<file path="config.mk">
export PLATFORM = sky130hd
export DESIGN_NAME = flash_write_protect_power_ctl
export DESIGN_NICKNAME = d
export VERILOG_FILES = /design/src/shared/flash_wp_pkg.sv /design/src/rtl/flash_write_protect_power_ctl.sv
export SDC_FILE = /design/constraint.sdc
export NUM_CORES = 1
export LEC_CHECK = 0
export CORE_MARGIN = 8
export CORE_UTILIZATION = 30
export DETAILED_ROUTE_END_ITERATION = 7
export DONT_BUFFER_PORTS = 1
export GPL_TIMING_DRIVEN = 0
export PLACE_DENSITY_LB_ADDON = 0.1
export REMOVE_ABC_BUFFERS = 1
export SETUP_SLACK_MARGIN = 0.05
export SYNTH_ARGS = -nofsm -noshare
export SYNTH_HDL_FRONTEND = slang
export SYNTH_SLANG_ARGS = --single-unit
</file>
<file path="constraint.sdc">
create_clock -name i_clk -period 4.34 [get_ports i_clk]
set_input_delay 0.434 -clock i_clk [delete_from_list [all_inputs] [get_ports i_clk]]
set_output_delay 0.434 -clock i_clk [all_outputs]
set_load 0.01 [all_outputs]
</file>
<file path="src/shared/flash_wp_pkg.sv">
// constants and types for the flash write-protect and power-mode controller
package flash_wp_pkg;
  localparam logic [7:0] OP_WRITE_ARM = 8'h06;
  localparam logic [7:0] OP_WRITE_DISARM = 8'h04;
  localparam logic [7:0] OP_STATUS_WRITE = 8'h01;
  localparam logic [7:0] OP_STATUS3_WRITE = 8'hc0;
  localparam logic [7:0] OP_PAGE_PROGRAM = 8'h02;
  localparam logic [7:0] OP_QUAD_PAGE_PROGRAM = 8'h32;
  localparam logic [7:0] OP_FOUR_KB_ERASE = 8'h20;
  localparam logic [7:0] OP_HALF_BLOCK_ERASE = 8'h52;
  localparam logic [7:0] OP_BLOCK_ERASE = 8'hd8;
  localparam logic [7:0] OP_CHIP_ERASE = 8'hc7;
  localparam logic [7:0] OP_DEEP_POWER_DOWN_ENTRY = 8'hb9;
  localparam logic [7:0] OP_WAKE_AND_ID_READ = 8'hab;
  // status byte positions
  localparam int ST_BUSY = 0;
  localparam int ST_LATCH = 1;
  localparam int ST_LVL = 2;
  localparam int ST_TB = 5;
  localparam int ST_GRAN = 6;
  localparam int ST_LOCK = 7;
  localparam int ST3_CMP = 0;
  // frame length checks, in bytes
  localparam logic [2:0] LEN_ONE = 3'h1;
  localparam logic [2:0] LEN_STATUS = 3'h2;
  localparam logic [2:0] LEN_ERASE = 3'h4;
  localparam logic [2:0] LEN_PROGRAM = 3'h5;
  // array geometry
  localparam logic [23:0] ARRAY_TOP = 24'h1fffff;
  localparam logic [23:0] SIZE_4K = 24'h001000;
  localparam logic [23:0] SIZE_64K = 24'h010000;
  localparam logic [23:0] MASK_PAGE = 24'h0000ff;
  localparam logic [23:0] MASK_4K = 24'h000fff;
  localparam logic [23:0] MASK_32K = 24'h007fff;
  localparam logic [23:0] MASK_64K = 24'h00ffff;
  // timing defaults, in clock cycles at 125 MHz
  localparam int CYCLE_LEN_DEFAULT = 32;
  localparam int PUW_LEN_DEFAULT = 1000;

  typedef struct packed {
    logic cmp;
    logic gran;
    logic tb;
    logic [2:0] lvl;
  } prot_t;

  localparam prot_t PROT_RESET = 6'h00;

  typedef struct packed {
    logic any;
    logic [23:0] lo;
    logic [23:0] hi;
  } range_t;

  typedef enum logic [1:0] {
    PWR_STANDBY = 2'b00,
    PWR_ACTIVE = 2'b01,
    PWR_DEEP = 2'b10
  } pwr_t;
endpackage

</file>
<file path="src/rtl/flash_write_protect_power_ctl.sv">
// write-protect, busy flag and power-mode control of a serial flash
`timescale 1ns/1ns
`default_nettype none
module flash_write_protect_power_ctl
  import flash_wp_pkg::*;
#(
  parameter int CYCLE_LEN = CYCLE_LEN_DEFAULT,
  parameter int PUW_LEN = PUW_LEN_DEFAULT
) (
  input wire logic i_clk,
  input wire logic i_resetn,
  input wire logic i_cs_n,
  input wire logic i_sck,
  input wire logic i_mosi,
  input wire logic i_wp_n,
  output logic [7:0] o_status,
  output prot_t o_protect,
  output pwr_t o_power_mode,
  output logic o_hw_locked,
  output logic o_inhibit,
  output logic o_cmd_done,
  output logic o_cmd_ignored
);

  localparam int CW = $clog2(CYCLE_LEN + 1);
  localparam int PW = $clog2(PUW_LEN + 1);
  localparam logic [CW-1:0] CYC_LOAD = CW'(CYCLE_LEN - 1);
  localparam logic [PW-1:0] PUW_LOAD = PW'(PUW_LEN);

  function automatic range_t prot_range(prot_t p);
    range_t r;
    logic [23:0] sz;
    logic all, none;
    r = '0;
    sz = '0;
    all = 1'b0;
    none = 1'b0;
    if (p.lvl == 3'h0) begin
      none = 1'b1;
    end else if (p.lvl[2:1] == 2'h3) begin
      all = 1'b1;
    end else if (!p.gran) begin
      sz = SIZE_64K << (p.lvl - 3'h1);
    end else begin
      sz = SIZE_4K << (p.lvl[2] ? 3'h3 : p.lvl - 3'h1);
    end
    if (p.cmp) begin
      {all, none} = {none, all};
    end
    if (all) begin
      r = {1'b1, 24'h000000, ARRAY_TOP};
    end else if (!none) begin
      r.any = 1'b1;
      // complement of a top region is the bottom remainder, and vice versa
      if (p.tb == p.cmp) begin
        r.hi = ARRAY_TOP;
        r.lo = p.cmp ? sz : ARRAY_TOP - sz + 24'h000001;
      end else begin
        r.lo = 24'h000000;
        r.hi = p.cmp ? ARRAY_TOP - sz : sz - 24'h000001;
      end
    end
    return r;
  endfunction

  function automatic logic [23:0] op_mask(logic [7:0] op);
    logic [23:0] m;
    m = MASK_PAGE;
    if (op == OP_FOUR_KB_ERASE) begin
      m = MASK_4K;
    end else if (op == OP_HALF_BLOCK_ERASE) begin
      m = MASK_32K;
    end else if (op == OP_BLOCK_ERASE) begin
      m = MASK_64K;
    end else if (op == OP_CHIP_ERASE) begin
      m = ARRAY_TOP;
    end
    return m;
  endfunction

  ////////////////////////////////////////////////////////////////////////////
  // frame capture
  logic sck_q_r, cs_q_r, sck_rise, cs_rise;
  logic [6:0] shift_r;
  logic [2:0] bit_cnt_r, byte_cnt_r;
  logic [7:0] opcode_r, data_r, byte_in;
  logic [23:0] addr_r;

  assign sck_rise = i_sck & ~sck_q_r & ~i_cs_n;
  assign cs_rise = i_cs_n & ~cs_q_r;
  assign byte_in = {shift_r, i_mosi};

  always_ff @(posedge i_clk or negedge i_resetn) begin
    if (!i_resetn) begin
      sck_q_r <= 1'b0;
      cs_q_r <= 1'b1;
    end else begin
      sck_q_r <= i_sck;
      cs_q_r <= i_cs_n;
    end
  end

  always_ff @(posedge i_clk or negedge i_resetn) begin
    if (!i_resetn) begin
      shift_r <= '0;
      bit_cnt_r <= '0;
      byte_cnt_r <= '0;
      opcode_r <= '0;
      data_r <= '0;
      addr_r <= '0;
    end else if (i_cs_n) begin
      bit_cnt_r <= '0;
      byte_cnt_r <= '0;
    end else if (sck_rise) begin
      shift_r <= byte_in[6:0];
      bit_cnt_r <= bit_cnt_r + 3'h1;
      if (bit_cnt_r == 3'h7) begin
        // saturates: seven means seven or more bytes
        if (byte_cnt_r != 3'h7) begin
          byte_cnt_r <= byte_cnt_r + 3'h1;
        end
        if (byte_cnt_r == 3'h0) begin
          opcode_r <= byte_in;
        end
        if (byte_cnt_r == 3'h1) begin
          data_r <= byte_in;
        end
        if (byte_cnt_r != 3'h0 && byte_cnt_r < LEN_ERASE) begin
          addr_r <= {addr_r[15:0], byte_in};
        end
      end
    end
  end

  ////////////////////////////////////////////////////////////////////////////
  // command decision at chip-select release
  logic busy_r, latch_r, deep_r, inhibit_r, lock_r, done_r, ignored_r;
  prot_t prot_r;
  logic [CW-1:0] cyc_cnt_r;
  logic [PW-1:0] puw_cnt_r;
  pwr_t power_mode_r;

  logic aligned, hw_locked, is_array_op, is_status_op, hit, live;
  logic arm_ok, disarm_ok, deep_ok, wake_ok, start_ok, finish;
  range_t prange;
  logic [23:0] t_lo, t_hi;

  assign aligned = (bit_cnt_r == 3'h0) && (byte_cnt_r != 3'h0);
  assign hw_locked = lock_r & ~i_wp_n;
  assign prange = prot_range(prot_r);
  assign t_lo = addr_r & ~op_mask(opcode_r);
  assign t_hi = addr_r | op_mask(opcode_r);
  assign hit = prange.any && !(t_hi < prange.lo || t_lo > prange.hi);
  assign is_status_op = (opcode_r == OP_STATUS_WRITE) || (opcode_r == OP_STATUS3_WRITE);

  always_comb begin
    is_array_op = 1'b0;
    if (opcode_r == OP_PAGE_PROGRAM || opcode_r == OP_QUAD_PAGE_PROGRAM) begin
      is_array_op = byte_cnt_r >= LEN_PROGRAM;
    end else if (opcode_r == OP_FOUR_KB_ERASE || opcode_r == OP_HALF_BLOCK_ERASE ||
                 opcode_r == OP_BLOCK_ERASE) begin
      is_array_op = byte_cnt_r == LEN_ERASE;
    end else if (opcode_r == OP_CHIP_ERASE) begin
      is_array_op = byte_cnt_r == LEN_ONE;
    end
  end

  // deep-down and a running cycle gate everything else off
  assign live = cs_rise & ~deep_r & ~busy_r;
  assign wake_ok = cs_rise & deep_r & (opcode_r == OP_WAKE_AND_ID_READ) &
                   (byte_cnt_r != 3'h0);
  assign arm_ok = live & aligned & (byte_cnt_r == LEN_ONE) &
                  (opcode_r == OP_WRITE_ARM) & ~inhibit_r;
  assign disarm_ok = live & aligned & (byte_cnt_r == LEN_ONE) &
                     (opcode_r == OP_WRITE_DISARM);
  assign deep_ok = live & aligned & (byte_cnt_r == LEN_ONE) &
                   (opcode_r == OP_DEEP_POWER_DOWN_ENTRY);
  assign start_ok = live & aligned & latch_r & ~inhibit_r &
                    ((is_array_op & ~hit) |
                     (is_status_op & (byte_cnt_r >= LEN_STATUS) & ~hw_locked));
  assign finish = busy_r && (cyc_cnt_r == '0);

  ////////////////////////////////////////////////////////////////////////////
  // power-up inhibit timer
  always_ff @(posedge i_clk or negedge i_resetn) begin
    if (!i_resetn) begin
      inhibit_r <= 1'b1;
      puw_cnt_r <= PUW_LOAD;
    end else if (puw_cnt_r != '0) begin
      puw_cnt_r <= puw_cnt_r - PW'(1);
    end else begin
      inhibit_r <= 1'b0;
    end
  end

  // internal cycle and write latch
  always_ff @(posedge i_clk or negedge i_resetn) begin
    if (!i_resetn) begin
      busy_r <= 1'b0;
      cyc_cnt_r <= '0;
    end else if (start_ok) begin
      busy_r <= 1'b1;
      cyc_cnt_r <= CYC_LOAD;
    end else if (finish) begin
      busy_r <= 1'b0;
    end else if (busy_r) begin
      cyc_cnt_r <= cyc_cnt_r - CW'(1);
    end
  end

  always_ff @(posedge i_clk or negedge i_resetn) begin
    if (!i_resetn) begin
      latch_r <= 1'b0;
    end else if (finish || disarm_ok) begin
      latch_r <= 1'b0;
    end else if (arm_ok) begin
      latch_r <= 1'b1;
    end
  end

  // protect and lock bits take effect at accept; the cycle only keeps busy up
  always_ff @(posedge i_clk or negedge i_resetn) begin
    if (!i_resetn) begin
      prot_r <= PROT_RESET;
      lock_r <= 1'b0;
    end else if (start_ok && opcode_r == OP_STATUS_WRITE) begin
      prot_r.gran <= data_r[ST_GRAN];
      prot_r.tb <= data_r[ST_TB];
      prot_r.lvl <= data_r[ST_LVL +: 3];
      lock_r <= data_r[ST_LOCK];
    end else if (start_ok && opcode_r == OP_STATUS3_WRITE) begin
      prot_r.cmp <= data_r[ST3_CMP];
    end
  end

  always_ff @(posedge i_clk or negedge i_resetn) begin
    if (!i_resetn) begin
      deep_r <= 1'b0;
    end else if (deep_ok) begin
      deep_r <= 1'b1;
    end else if (wake_ok) begin
      deep_r <= 1'b0;
    end
  end

  always_ff @(posedge i_clk or negedge i_resetn) begin
    if (!i_resetn) begin
      power_mode_r <= PWR_STANDBY;
    end else if (deep_r) begin
      power_mode_r <= PWR_DEEP;
    end else if (!i_cs_n || busy_r) begin
      power_mode_r <= PWR_ACTIVE;
    end else begin
      power_mode_r <= PWR_STANDBY;
    end
  end

  always_ff @(posedge i_clk or negedge i_resetn) begin
    if (!i_resetn) begin
      done_r <= 1'b0;
      ignored_r <= 1'b0;
    end else begin
      done_r <= finish;
      ignored_r <= cs_rise & ~(start_ok | arm_ok | disarm_ok | deep_ok | wake_ok);
    end
  end

  assign o_status = {lock_r, prot_r.gran, prot_r.tb, prot_r.lvl, latch_r, busy_r};
  assign o_protect = prot_r;
  assign o_power_mode = power_mode_r;
  assign o_hw_locked = hw_locked;
  assign o_inhibit = inhibit_r;
  assign o_cmd_done = done_r;
  assign o_cmd_ignored = ignored_r;
endmodule
`default_nettype wire

</file>
==> impl_metrics.toml <==
[placed_design]
post_dp_cell_area_mm2 = 0.005672
port_buffers = 0
dpl_worst_slack_ps = -1344
place.detailed.hpwl_um = 9388
gp_congestion = 0.8075

[sta]
holdWs_ps = -17.43
period_needed_ps = 4156
slew_headroom = 0.1990
max_freq_mhz = 240.6
rsz0062_at_grt = "false"
drv_slew = 0
skew_ps = 7.431
setup_ws_ps = 184.2
min_period_over_period = 0.9576
hold_viol = 1
worstMarginPinSlew_ps = 1198
setup_viol = 0
tns_ps = 0

[layout]
final_common_cell = "dfrtp_1"
antennaDiodeCount = 0
area_growth_pct = 16.70
seqCellArea_mm2 = 0.002143
postLayoutCoreUtil = 0.3580
nets = 609
multiInputGateArea_mm2 = 0.003369
drive_above_1_share = 0.2696
fillers = 1853
layout_common_cells = "dfrtp_1 (74), mux2_2 (50), ha_1 (40)"
fin_area_mm2 = 0.006452

[floorplanning]
coreArea_mm2 = 0.01802
fp.dieW_um = 151.8
dieArea_mm2 = 0.02303
start_util = 0.3067
pin_count = 26
fp-row-count = 49
dieHeight_um = 151.8

[worst_setup_path]
max_stage_delay_ps = 520
crit_fanout = 8
crit_path_end_kind = "flop"
crit_type = "reg -> reg"
r2r-start = "o_protect[0]"
path_cells = "clkinv_4, ha_4, ha_4, nand2b_4, nor3_4, buf_4, buf_4, buf_4, or3b_2, a221o_1, ha_1, o211ai_1, a211o_1, o211a_4, o311ai_4, buf_12, o311a_1"
critical-path-top-cell-by-count = "buf_4"
critical_path_arrival_ps = 4430
start_kind = "flop"
startpoint = "o_protect[0]"
crit_required_ps = 4610
cpMaxStageDelayCell = "dfrtp_2"

[global_route]
overflow = 0
grt_pass1_wl_um = 21390
track_usage = 0.1177
grt_max_degree = 86
antenna_found_initial = 0
grt_pass1_vias = 3969

[clock_network]
clk_path_buf_depth = 2
cts_tree = "built"
clk_latency_ps = 330
numCtsBuffers = 9
htreeDepth = 3
cts_root_buf = "clkbuf_16"
clock-sinks = 85
cts.clk_slew.worst_paths_ps = 60

[yosys]
avgSynthCellArea_um2 = 10.15
synth_area_mm2 = 0.005529
synthCells = 545
ys_ff_latch = 85
yosys_warnings = 0
ys_types = 68
synthArstFlopShare = 1.000
synth_edf_count = 0
yosys_most_used_dff = "dfrtp_1"
ys_seq_area_frac = 0.3865

[power_and_ir_drop]
clockPowerShare = 0.486
p_per_area_mw_per_mm2 = 277.6
leakagePower_uw = 0.002992
ir_drop_mv = 0.2083
switching_share = 0.2101
p_comb_frac = 0.030
internal-power_uw = 1415
seqPwrFrac = 0.484
netSwitchingPower_uw = 376.4

[detailed_routing]
vias = 4073
ant_nets = 0
dr.pass1.iters = 4
drt_wl_total_um = 13130
wl_per_cell_um = 16.65
via_per_inst = 5.162
drt_first_iter_violations = 223
drc_errors = 0

[run]
cap_violations = 0

[worst_hold_path]
hold_class = "in -> async"

[run_status]
violations = "negative hold slack"
status = "complete, but fails checks"
## stage by stage
stage,power (uW),instances
2_1_floorplan,894.2,517
3_5_place_dp,921.4,746
3_3_place_gp,922.0,746
5_1_grt,1868,789
4_1_cts,1826,773
6_report,1791,789
## what timing repair did
action,4_1_cts,5_1_grt
hold buffers,1,0
hold endpoints to repair,85,0
gates cloned,0,0
pin swaps,4,24
setup endpoints to repair,8,8
resized for setup,23,28
setup buffers,10,16
## routing by layer
metal | routed length [um] | global-route usage | up-vias
met2 | 6354 | 0.1920 | 46
li1 | - | - | 1982
met5 | 0 | 0 | -
met4 | 98 | 0.02940 | 0
met1 | 6246 | 0.1537 | 2033
met3 | 434 | 0.02762 | 12
## worst paths after layout
| path | end | slack (ps) | depth (start not counted) |
|---|---|---|---|
| setup / recovery | o_cmd_ignored | 180 | 17 |
| max in group asynchronous | o_inhibit | 3950 | 1 |
| hold reg to reg | puw_cnt_r[8] | 470 | 2 |
| setup reg to reg | o_cmd_ignored | 180 | 17 |
| min in group i_clk | cs_q_r | 100 | 0 |
| hold / removal | puw_cnt_r[2] | -20 | 1 |
## sequential cells by signal (all words and copies together) (netlist names)
name	flops
addr_r	24
bit_cnt_r	3
busy_r	1
byte_cnt_r	3
cs_q_r	1
cyc_cnt_r	6
data_r	7
deep_r	1
latch_r	1
lock_r	1
o_cmd_done	1
o_cmd_ignored	1
o_inhibit	1
o_power_mode	2
o_protect	6
opcode_r	8
puw_cnt_r	10
sck_q_r	1
shift_r	7
## cells in the mapped netlist (6+ instances only)
master	instances	area, um2
or3_1	6	37.54
ha_1	48	600.6
nand2b_1	8	50.05
nor2_1	38	142.6
nor3_1	11	55.05
xnor2_1	19	166.4
xor2_1	11	96.34
nand4_1	14	87.58
and2_1	11	68.82
or2_2	8	50.05
buf_4	8	60.06
nor2b_1	11	68.82
dfrtp_1	77	1927
a21oi_1	23	115.1
nand2_1	38	142.6
mux2i_1	6	60.06
inv_1	20	75.07
o21ai_0	10	50.05
and3_1	6	37.54
o22ai_1	7	43.79
dfstp_2	8	210.2
mux2_2	51	574.3
a21o_1	8	60.06
nand3_1	11	55.05
clkbuf_1	14	52.55
## area by class of cell
class,instances,area share
Timing Repair Buffer,27,0.03568
Clock buffer,10,0.03549
Tap cell,229,0.04441
Clock inverter,6,0.01726
Multi-Input combinational cell,412,0.5222
Sequential cell,85,0.3322
Inverter,20,0.01280
## cell families after synthesis
kind of cell | share of synthesized area
simple gates | 0.1971
flops | 0.3865
compound gates | 0.09709
mux | 0.1229
buf+inv | 0.04028
fa+ha+maj | 0.1086
xor+xnor | 0.04752
## critical path, delay by kind of cell (launching register included)
family,cells,cell delay [ps]
buffers and inverters,5,650
flip-flops,1,520
AND/OR/NAND/NOR,3,820
AO/OA/AOI/OAI,6,1430
adder cells (fa/ha/maj),3,660
## power by group through the flow
stage | sequential, uW | clock, uW | combinational (uW)
after floorplan | 860 | 0 | 34.2
after global placement | 885 | 0 | 37.2
after detailed placement | 884 | 0 | 37.5
after CTS | 869 | 899 | 57.0
after global routing | 875 | 931 | 62.1
final | 867 | 870 | 54.2
No activity file was read; power rests on OpenSTA's default activity.
